===== config.mk =====
export PLATFORM = sky130hd
export DESIGN_NAME = fvs_status
export DESIGN_NICKNAME = d
export VERILOG_FILES = /design/src/common/fvs_pkg.sv /design/src/fvs_status.sv
export SDC_FILE = /design/constraint.sdc
export NUM_CORES = 1
export LEC_CHECK = 0
export ABC_AREA = 0
export BUFFER_PORTS_ARGS = -buffer_cell sky130_fd_sc_hd__clkbuf_2
export CORE_AREA = 2 2 113 115
export CTS_BUF_LIST = sky130_fd_sc_hd__clkbuf_4 sky130_fd_sc_hd__clkbuf_8
export DETAILED_ROUTE_END_ITERATION = 8
export DIE_AREA = 0 0 115 117
export PLACE_DENSITY_LB_ADDON = 0.12
export SYNTH_ARGS = -nofsm -noshare
export SYNTH_HDL_FRONTEND = slang
export SYNTH_SLANG_ARGS = --single-unit

===== constraint.sdc =====
create_clock -name core_clk_i -period 3.1 [get_ports core_clk_i]
set_clock_uncertainty 0.15 [all_clocks]
set_input_delay 0.155 -clock core_clk_i [delete_from_list [all_inputs] [get_ports core_clk_i]]
set_output_delay 0.155 -clock core_clk_i [all_outputs]
set_load 0.005 [all_outputs]

===== src/common/fvs_pkg.sv =====
// Package: register map, field layout, reset values and shared types of the fault status block
`default_nettype none

package fvs_pkg;

    // ========================================================================
    // Register indices and byte addresses (byte address = four times index)
    // ========================================================================
    localparam int unsigned ADDR_W            = 12;
    localparam logic [11:0] IDX_FAULT_STATUS  = 12'h042;
    localparam logic [11:0] IDX_VOLT_ID       = 12'h043;
    localparam logic [11:0] IDX_ENABLE        = 12'h060;
    localparam logic [11:0] IDX_START         = 12'h061;
    localparam logic [11:0] IDX_IRQ_STATUS    = 12'h062;
    localparam logic [11:0] IDX_IRQ_MASK      = 12'h063;
    localparam logic [11:0] ADDR_FAULT_STATUS = 12'(IDX_FAULT_STATUS << 2);
    localparam logic [11:0] ADDR_VOLT_ID      = 12'(IDX_VOLT_ID << 2);
    localparam logic [11:0] ADDR_ENABLE       = 12'(IDX_ENABLE << 2);
    localparam logic [11:0] ADDR_START        = 12'(IDX_START << 2);
    localparam logic [11:0] ADDR_IRQ_STATUS   = 12'(IDX_IRQ_STATUS << 2);
    localparam logic [11:0] ADDR_IRQ_MASK     = 12'(IDX_IRQ_MASK << 2);

    // ========================================================================
    // Field positions and widths
    // ========================================================================
    localparam int unsigned STATUS_W     = 8;
    localparam int unsigned BIT_TWELVE   = 0;
    localparam int unsigned BIT_RESERVED = 1;
    localparam int unsigned BIT_FAN1     = 2;
    localparam int unsigned BIT_DIODE1   = 6;
    localparam int unsigned BIT_DIODE2   = 7;
    localparam int unsigned VID_W        = 5;
    localparam int unsigned FAN_N        = 4;
    localparam int unsigned DIODE_N      = 2;

    // ========================================================================
    // Reset values and fixed codes
    // ========================================================================
    localparam logic [7:0] STATUS_RESET        = 8'h00;
    localparam logic [7:0] STATUS_VALID        = 8'hFD;
    localparam logic [7:0] ENABLE_RESET        = 8'h00;
    localparam logic       START_RESET         = 1'b0;
    localparam logic [7:0] IRQ_MASK_RESET      = 8'h00;
    localparam logic [7:0] DIODE_FAULT_READING = 8'h80;

    // Layout of the fault status register, also used for enable, event and mask
    typedef struct packed {
        logic diode2_fault_flag;
        logic diode1_fault_flag;
        logic fan4_slow_flag;
        logic fan3_slow_flag;
        logic fan2_slow_flag;
        logic fan1_slow_flag;
        logic reserved_bit;
        logic twelve_volt_limit_flag;
    } fvs_status_t;

endpackage : fvs_pkg

`default_nettype wire


===== src/fvs_status.sv =====
// Design: second fault status register, voltage id register and APB slave
// ============================================================================
// ============================================================================
//
// Our own choice: the APB register port.
`timescale 1ns/1ps
`default_nettype none

module fvs_status (
    // Clock and reset
    input  wire logic                 core_clk_i,
    input  wire logic                 rst_b_i,
    // APB slave
    input  wire logic                 psel_i,
    input  wire logic                 penable_i,
    input  wire logic                 pwrite_i,
    input  wire logic [11:0]          paddr_i,
    input  wire logic [31:0]          pwdata_i,
    input  wire logic [3:0]           pstrb_i,
    output logic      [31:0]          prdata_o,
    output logic                      pready_o,
    output logic                      pslverr_o,
    // 12V measurement engine
    input  wire logic [7:0]           volt12_reading_i,
    input  wire logic [7:0]           volt12_low_limit_i,
    input  wire logic [7:0]           volt12_high_limit_i,
    input  wire logic                 volt12_update_i,
    // Fan tach engines
    input  wire logic [3:0][15:0]     fan_tach_reading_i,
    input  wire logic [3:0][15:0]     fan_tach_min_i,
    input  wire logic [3:0]           fan_update_i,
    // Remote diode engines
    input  wire logic [1:0]           diode_fault_i,
    input  wire logic [1:0][7:0]      diode_temp_i,
    input  wire logic [1:0]           diode_update_i,
    output logic      [1:0][7:0]      diode_temp_reading_o,
    output logic      [1:0]           diode_limit_clear_o,
    // Asynchronous voltage id pins
    input  wire logic [4:0]           volt_id_pins_i,
    // Summary and interrupt
    output logic                      second_status_summary_o,
    output logic                      irq_o
);

    // ========================================================================
    // Comparison helpers
    // ========================================================================
    // Low limit is inclusive, high limit exclusive
    function automatic logic out_of_range(input logic [7:0] val,
                                          input logic [7:0] lo,
                                          input logic [7:0] hi);
        out_of_range = (val <= lo) || (val > hi);
    endfunction

    // A slow or stalled fan gives a long tach period
    function automatic logic tach_slow(input logic [15:0] val, input logic [15:0] min);
        tach_slow = (val > min);
    endfunction

    // ========================================================================
    // State
    // ========================================================================
    fvs_pkg::fvs_status_t status_ff;
    fvs_pkg::fvs_status_t nxt_status;
    logic [7:0]           enable_ff;
    logic [7:0]           nxt_enable;
    logic                 start_ff;
    logic [7:0]           irq_status_ff;
    logic [7:0]           nxt_irq_status;
    logic [7:0]           irq_mask_ff;
    logic [7:0]           active_ff;
    logic [4:0]           vid_meta_ff;
    logic [4:0]           vid_sync_ff;
    logic [31:0]          prdata_ff;
    logic                 pready_ff;
    logic                 pslverr_ff;
    logic                 irq_ff;
    logic                 summary_ff;
    logic [1:0]           limit_clear_ff;
    logic [1:0][7:0]      diode_reading_ff;

    // ========================================================================
    // APB decode
    // ========================================================================
    wire setup_w      = psel_i & ~penable_i;
    wire done_w       = psel_i & penable_i & pready_ff;
    wire hit_status_w = (paddr_i == fvs_pkg::ADDR_FAULT_STATUS);
    wire hit_vid_w    = (paddr_i == fvs_pkg::ADDR_VOLT_ID);
    wire hit_enable_w = (paddr_i == fvs_pkg::ADDR_ENABLE);
    wire hit_start_w  = (paddr_i == fvs_pkg::ADDR_START);
    wire hit_irq_w    = (paddr_i == fvs_pkg::ADDR_IRQ_STATUS);
    wire hit_mask_w   = (paddr_i == fvs_pkg::ADDR_IRQ_MASK);
    wire mapped_w     = hit_status_w | hit_vid_w | hit_enable_w |
                        hit_start_w | hit_irq_w | hit_mask_w;
    wire wr_low_w     = done_w & pwrite_i & pstrb_i[0];

    // Only the software-owned registers have write strobes; status and id have none
    wire wr_enable_w  = wr_low_w & hit_enable_w;
    wire wr_start_w   = wr_low_w & hit_start_w;
    wire wr_irq_w     = wr_low_w & hit_irq_w;
    wire wr_mask_w    = wr_low_w & hit_mask_w;
    wire rd_status_w  = done_w & ~pwrite_i & hit_status_w;

    // Read mux; unmapped addresses read zero and flag an error
    wire [31:0] rd_data_w =
        hit_status_w ? {24'h000000, status_ff}              :
        hit_vid_w    ? {27'h0000000, vid_sync_ff}           :
        hit_enable_w ? {24'h000000, enable_ff}              :
        hit_start_w  ? {31'h00000000, start_ff}             :
        hit_irq_w    ? {24'h000000, irq_status_ff}          :
        hit_mask_w   ? {24'h000000, irq_mask_ff}            :
                       32'h00000000;

    // ========================================================================
    // Event conditions and update strobes
    // ========================================================================
    wire [7:0] cond_w;
    wire [7:0] upd_w;
    wire [7:0] active_w;
    wire [7:0] set_w;
    wire [7:0] en_fall_w;

    assign cond_w[fvs_pkg::BIT_TWELVE] =
        out_of_range(volt12_reading_i, volt12_low_limit_i, volt12_high_limit_i);
    assign cond_w[fvs_pkg::BIT_RESERVED] = 1'b0;
    for (genvar k = 0; k < fvs_pkg::FAN_N; k++) begin : g_fan
        assign cond_w[fvs_pkg::BIT_FAN1 + k] =
            tach_slow(fan_tach_reading_i[k], fan_tach_min_i[k]);
    end
    assign cond_w[fvs_pkg::BIT_DIODE1] = diode_fault_i[0];
    assign cond_w[fvs_pkg::BIT_DIODE2] = diode_fault_i[1];

    assign upd_w = {diode_update_i, fan_update_i, 1'b0, volt12_update_i};

    // Diode faults are judged live so a read cannot clear a standing fault
    assign active_w = {diode_fault_i, active_ff[5:0]};

    // A bit can only rise on an update, with start and its enable both set
    assign set_w = {8{start_ff}} & upd_w & enable_ff & cond_w & fvs_pkg::STATUS_VALID;

    // Enable bits that a write is about to take down
    assign nxt_enable = wr_enable_w ? (pwdata_i[7:0] & fvs_pkg::STATUS_VALID) : enable_ff;
    assign en_fall_w  = enable_ff & ~nxt_enable;

    // ========================================================================
    // Status next value: clears first, then sets, so a set in the same cycle wins
    // ========================================================================
    always_comb begin
        nxt_status = status_ff;
        for (int i = 0; i < fvs_pkg::STATUS_W; i++) begin
            if (rd_status_w && prdata_ff[i] && !active_w[i]) begin
                nxt_status[i] = 1'b0;
            end
            if (start_ff && upd_w[i] && !enable_ff[i]) begin
                nxt_status[i] = 1'b0;
            end
            if ((i >= fvs_pkg::BIT_DIODE1) && en_fall_w[i]) begin
                nxt_status[i] = 1'b0;
            end
            if (set_w[i]) begin
                nxt_status[i] = 1'b1;
            end
        end
        nxt_status[fvs_pkg::BIT_RESERVED] = 1'b0;
    end

    // Interrupt events are rising status bits; write-one clears, new events win
    assign nxt_irq_status =
        (irq_status_ff & ~(wr_irq_w ? pwdata_i[7:0] : 8'h00)) | (nxt_status & ~status_ff);

    // ========================================================================
    // Status, enables and start
    // ========================================================================
    // Held bits survive until a read while inactive, an update while started and disabled or a dropped diode enable removes them
    always_ff @(posedge core_clk_i) begin
        if (!rst_b_i) begin
            status_ff <= fvs_pkg::STATUS_RESET;
            enable_ff <= fvs_pkg::ENABLE_RESET;
            start_ff  <= fvs_pkg::START_RESET;
        end else begin
            status_ff <= nxt_status;
            enable_ff <= nxt_enable;
            if (wr_start_w) begin
                start_ff <= pwdata_i[0];
            end
        end
    end

    // Last judged condition of each measured input, refreshed only while started
    always_ff @(posedge core_clk_i) begin
        if (!rst_b_i) begin
            active_ff <= 8'h00;
        end else begin
            active_ff <= (start_ff ? (upd_w & cond_w) | (~upd_w & active_ff) : active_ff);
        end
    end

    // ========================================================================
    // Diode reading registers
    // ========================================================================
    // Frozen while stopped; a fault substitutes the out-of-range code
    always_ff @(posedge core_clk_i) begin
        if (!rst_b_i) begin
            diode_reading_ff <= '0;
        end else begin
            for (int k = 0; k < fvs_pkg::DIODE_N; k++) begin
                if (start_ff && diode_update_i[k]) begin
                    diode_reading_ff[k] <= diode_fault_i[k] ? fvs_pkg::DIODE_FAULT_READING
                                                            : diode_temp_i[k];
                end
            end
        end
    end

    // ========================================================================
    // Voltage id synchroniser
    // ========================================================================
    // Data only, no reset; the first stage feeds nothing but the second
    always_ff @(posedge core_clk_i) begin
        vid_meta_ff <= volt_id_pins_i;
        vid_sync_ff <= vid_meta_ff;
    end

    // ========================================================================
    // Interrupt registers and registered outputs
    // ========================================================================
    // Interrupt level lags the status by one cycle to come straight from a flop
    always_ff @(posedge core_clk_i) begin
        if (!rst_b_i) begin
            irq_status_ff  <= 8'h00;
            irq_mask_ff    <= fvs_pkg::IRQ_MASK_RESET;
            irq_ff         <= 1'b0;
            summary_ff     <= 1'b0;
            limit_clear_ff <= 2'b00;
        end else begin
            irq_status_ff  <= nxt_irq_status;
            irq_ff         <= |(irq_status_ff & irq_mask_ff);
            summary_ff     <= |nxt_status;
            limit_clear_ff <= en_fall_w[fvs_pkg::BIT_DIODE2:fvs_pkg::BIT_DIODE1];
            if (wr_mask_w) begin
                irq_mask_ff <= pwdata_i[7:0] & fvs_pkg::STATUS_VALID;
            end
        end
    end

    // ========================================================================
    // APB response
    // ========================================================================
    // Read data is taken at setup; the clear-on-read uses that snapshot so a
    // bit set after the snapshot is never cleared unseen
    always_ff @(posedge core_clk_i) begin
        if (!rst_b_i) begin
            prdata_ff  <= 32'h00000000;
            pready_ff  <= 1'b0;
            pslverr_ff <= 1'b0;
        end else begin
            pready_ff <= psel_i & penable_i & ~pready_ff;
            if (setup_w) begin
                prdata_ff  <= rd_data_w;
                pslverr_ff <= ~mapped_w;
            end
        end
    end

    assign prdata_o                = prdata_ff;
    assign pready_o                = pready_ff;
    assign pslverr_o               = pslverr_ff;
    assign irq_o                   = irq_ff;
    assign second_status_summary_o = summary_ff;
    assign diode_limit_clear_o     = limit_clear_ff;
    assign diode_temp_reading_o    = diode_reading_ff;
endmodule : fvs_status

`default_nettype wire


==> metrics.log <==
[metrics] CP Capture Type: register
[metrics] cell area after synthesis: 5360 µm²
[metrics] launch point of the worst path: psel_i
[metrics] Congestion Overflow GR: 0
[metrics] net count of the finished layout: 1249
[metrics] setup tns final: 0 ns
[metrics] width of the chip: 115 µm
[metrics] mean post-synth cell area: 7.99 µm²
[metrics] fraction of the yosys area taken by sequential cells: between 20% and 30%
[metrics] fraction of post-synthesis cell area in the top cell type by area: between 20% and 30%
[metrics] share of synthesized flip-flops with an asynchronous set or reset: 0%
[metrics] number of max-cap violations: 0
[metrics] number of detailed-routing iterations run before antenna repair: 4
[metrics] Total GRT Usage: 21.1%
[metrics] Min Hold Slack: 0.0286 ns
[metrics] vertical extent of the die: 117 µm
[metrics] number of DRC violations after detailed-routing iteration 0: between 200 and 250
[metrics] leading cell type by number of instances after synthesis: inv_1
[metrics] setup slack of the most critical reg-to-reg path: 0.60 ns
[metrics] final count of hold timing violations: 0
[metrics] synth cell count leaders: inv_1 (86), ha_1 (80), a21oi_1 (77), dfxtp_1 (76), nor2_1 (53)
[metrics] largest cells by area after synthesis: dfxtp_1 (28%), ha_1 (19%), a21oi_1 (7.2%)
[metrics] DRC violations left: 0
[metrics] Worst VDD drop: 213 µV
[metrics] total setup violations reported at the end of the flow: 0
[metrics] total number of placement rows: 41
[metrics] Resize count post-CTS: 0
[metrics] overall via count from detail_route: around 5600
[metrics] core region area: 12300 µm²
[metrics] status: complete, no violations
[metrics] Area growth, synth to finish: 31.8%
[metrics] Post-synth EDFFs: 0
[metrics] PD cells: 306 nW/µm²
[metrics] area of combinational cells with multiple inputs: 3330 µm²
[metrics] final critical delay including setup and external delays: 2.59 ns
[metrics] synthesized instance count: 671
[metrics] flip-flop cell with the highest count after synthesis: dfxtp_1
[metrics] path type of the worst min-delay path: in -> reg
[metrics] H-Tree Level Count: 3
[metrics] Startpoint Class: input port
[metrics] largest fanout of any net on the critical path: 10
[metrics] Period Utilization, post-route: 83.5%
[metrics] Max Transition Viols Final: 0
[metrics] Reg clk slew, reported paths: 0.09 ns
[metrics] Crit Path Class: in -> reg
[metrics] arrival time at the worst endpoint: 2.68 ns
[metrics] origin of the critical flop-to-flop path: pready_o
[metrics] CTS Sinks: 76
[metrics] Initial Utilization: 43.5%
[metrics] count of buffers added by post-CTS timing repair for setup: 0
[metrics] setup repair after global routing missed its margin: false
[metrics] fraction of final layout cells sized beyond drive strength 1: 30.2%
[metrics] max frequency: around 0.39 GHz
[metrics] biggest area consumer among synthesized cells: dfxtp_1
[metrics] count of antenna-violating nets left after detailed routing: 0
[metrics] leakage power summed over all cells: 3.63 nW
[metrics] via count normalized by instance count: 5.11
[metrics] CTS buffer count: 9
[metrics] endpoint of the worst register-to-register path: second_status_summary_o
[metrics] total half-perimeter wirelength after legalization and detailed placement: 11.6 mm
[metrics] root buffer selected by CTS: clkbuf_8
[metrics] overall routed net length: 14.4 mm
[metrics] GP Congestion: around 0.83
[metrics] die area: between 10000 and 15000 µm²
[metrics] I/O pin count: 289
[metrics] vias in the first global route: 5243
[metrics] TritonCTS clock tree: yes
[metrics] number of synthesized register bits: 76
[metrics] global-route wire length before repair: 23.2 mm
[metrics] Slew @ Worst Pin: 0.906 ns
[metrics] synth warn: 0
[metrics] Unique masters post-synth: 62
[metrics] Worst Reg-to-Reg Cells: 7
[metrics] critical path endpoint: second_status_summary_o
[metrics] maximum number of pins on one net before global-route repair: 51
[metrics] Sequential Area: 1520 µm²
[metrics] Max Root-Sink Buffers: 2
[metrics] PortBufs: 237
[metrics] detail-routed net length per standard cell: 13.2 µm
[metrics] Slew headroom: between 30 and 40%
[metrics] latest clock arrival within the worst-skew pair: roughly 0.36 ns
[metrics] Inserted Diodes: 0
[metrics] critical path required time: roughly 3.2 ns
[metrics] number of fillers in the final layout: 1119
[metrics] number of antenna violations at the first check in global routing: 0
==> what timing repair did <==
action / CTS / global route
hold buffers: 24 / 0
endpoints found under the setup margin: 0 / 0
hold endpoints to repair: 33 / 0
==> metrics by stage <==
step                      area, µm²  utilization, %  cells  total power (W)  setup WS (ns)
after floorplan                5450               -    694          0.00127          0.766
after global placement         6650            54.0   1049          0.00144          0.475
after detailed placement       6650            54.0   1049          0.00146          0.426
after CTS                      7070            57.4   1089          0.00218          0.528
after global routing           7070            57.4   1089          0.00229          0.451
final                          7070            57.4   1089          0.00216          0.511
==> power by group <==
| group | switching [W] | internal (W) | total (W) | leakage [nW] |
|---|---|---|---|---|
| Clock | 0.000404 | 0.000302 | 0.000705 | 0.0910 |
| Sequential | 0.00000624 | 0.000989 | 0.000995 | 0.617 |
| Combinational | 0.000226 | 0.000236 | 0.000461 | 2.92 |
==> placed cells by master, fill, tap and decap left out, types with 8 or more instances in the layout <==
cell type      instances
a31oi_1                8
o21ai_0               20
nor2b_1               11
dlygate4sd3_1         24
dfxtp_1               76
conb_1                24
mux2i_1               15
clkbuf_8               9
buf_4                 12
a21oi_1               77
nor3b_1               16
nand4_1               26
clkbuf_2             237
ha_1                  80
inv_1                 86
nand3_1               15
nor2_1                53
nand2_1               50
==> critical path, stage by stage <==
cell           delay [ns]
dlygate4sd3_1        0.52
clkbuf_2             0.15
nand3_2              0.12
or2_4                0.30
or4_4                0.59
o21ai_2              0.17
a221o_2              0.19
nand3_1              0.09
o41a_1               0.38
==> per-layer routing <==
layer  track usage (%)  vias to the layer above  part of all wire [%]
met5                 0                        -                     0
met4              4.10                        0                  0.74
met2              39.3                      208                    49
met1              25.4                     2508                    43
li1                  -                     2845                     -
met3              3.96                        6                   7.3
==> logic make-up (layout without fill, tap and decap cells) <==
kind of cell	count (synthesis)	count (layout)	share of synthesized area [%]
AOI/OAI and AO/OA	155	155	17.7
adders and majority gates	80	80	18.7
DFF	76	76	28.4
muxes	17	17	3.22
other	1	24	0.0700
and+or+nand+nor	211	211	20.9
buffers and inverters	131	376	11.0
==> worst min path at each step <==
stage                                  from                       end  cells after the start
final                      diode_temp_i[10]  diode_temp_reading_o[10]                      4
after global routing       diode_temp_i[10]  diode_temp_reading_o[10]                      4
after CTS                   diode_temp_i[9]   diode_temp_reading_o[9]                      4
after detailed placement  volt_id_pins_i[4]            vid_meta_ff[4]                      1
after global placement    volt_id_pins_i[2]            vid_meta_ff[2]                      1
after floorplan           volt_id_pins_i[0]            vid_meta_ff[0]                      0
==> final cells by class <==
class                      instances  share of cell area (%)
sequential                        76                    21.5
multi-input combinational        487                    47.2
timing repair buffer             273                    21.5
tap                              150                    2.66
clock inverter                     7                   0.797
inverter                          87                    4.62
clock buffer                       9                    1.75
Note: power is estimated with default switching activity, not from simulation.
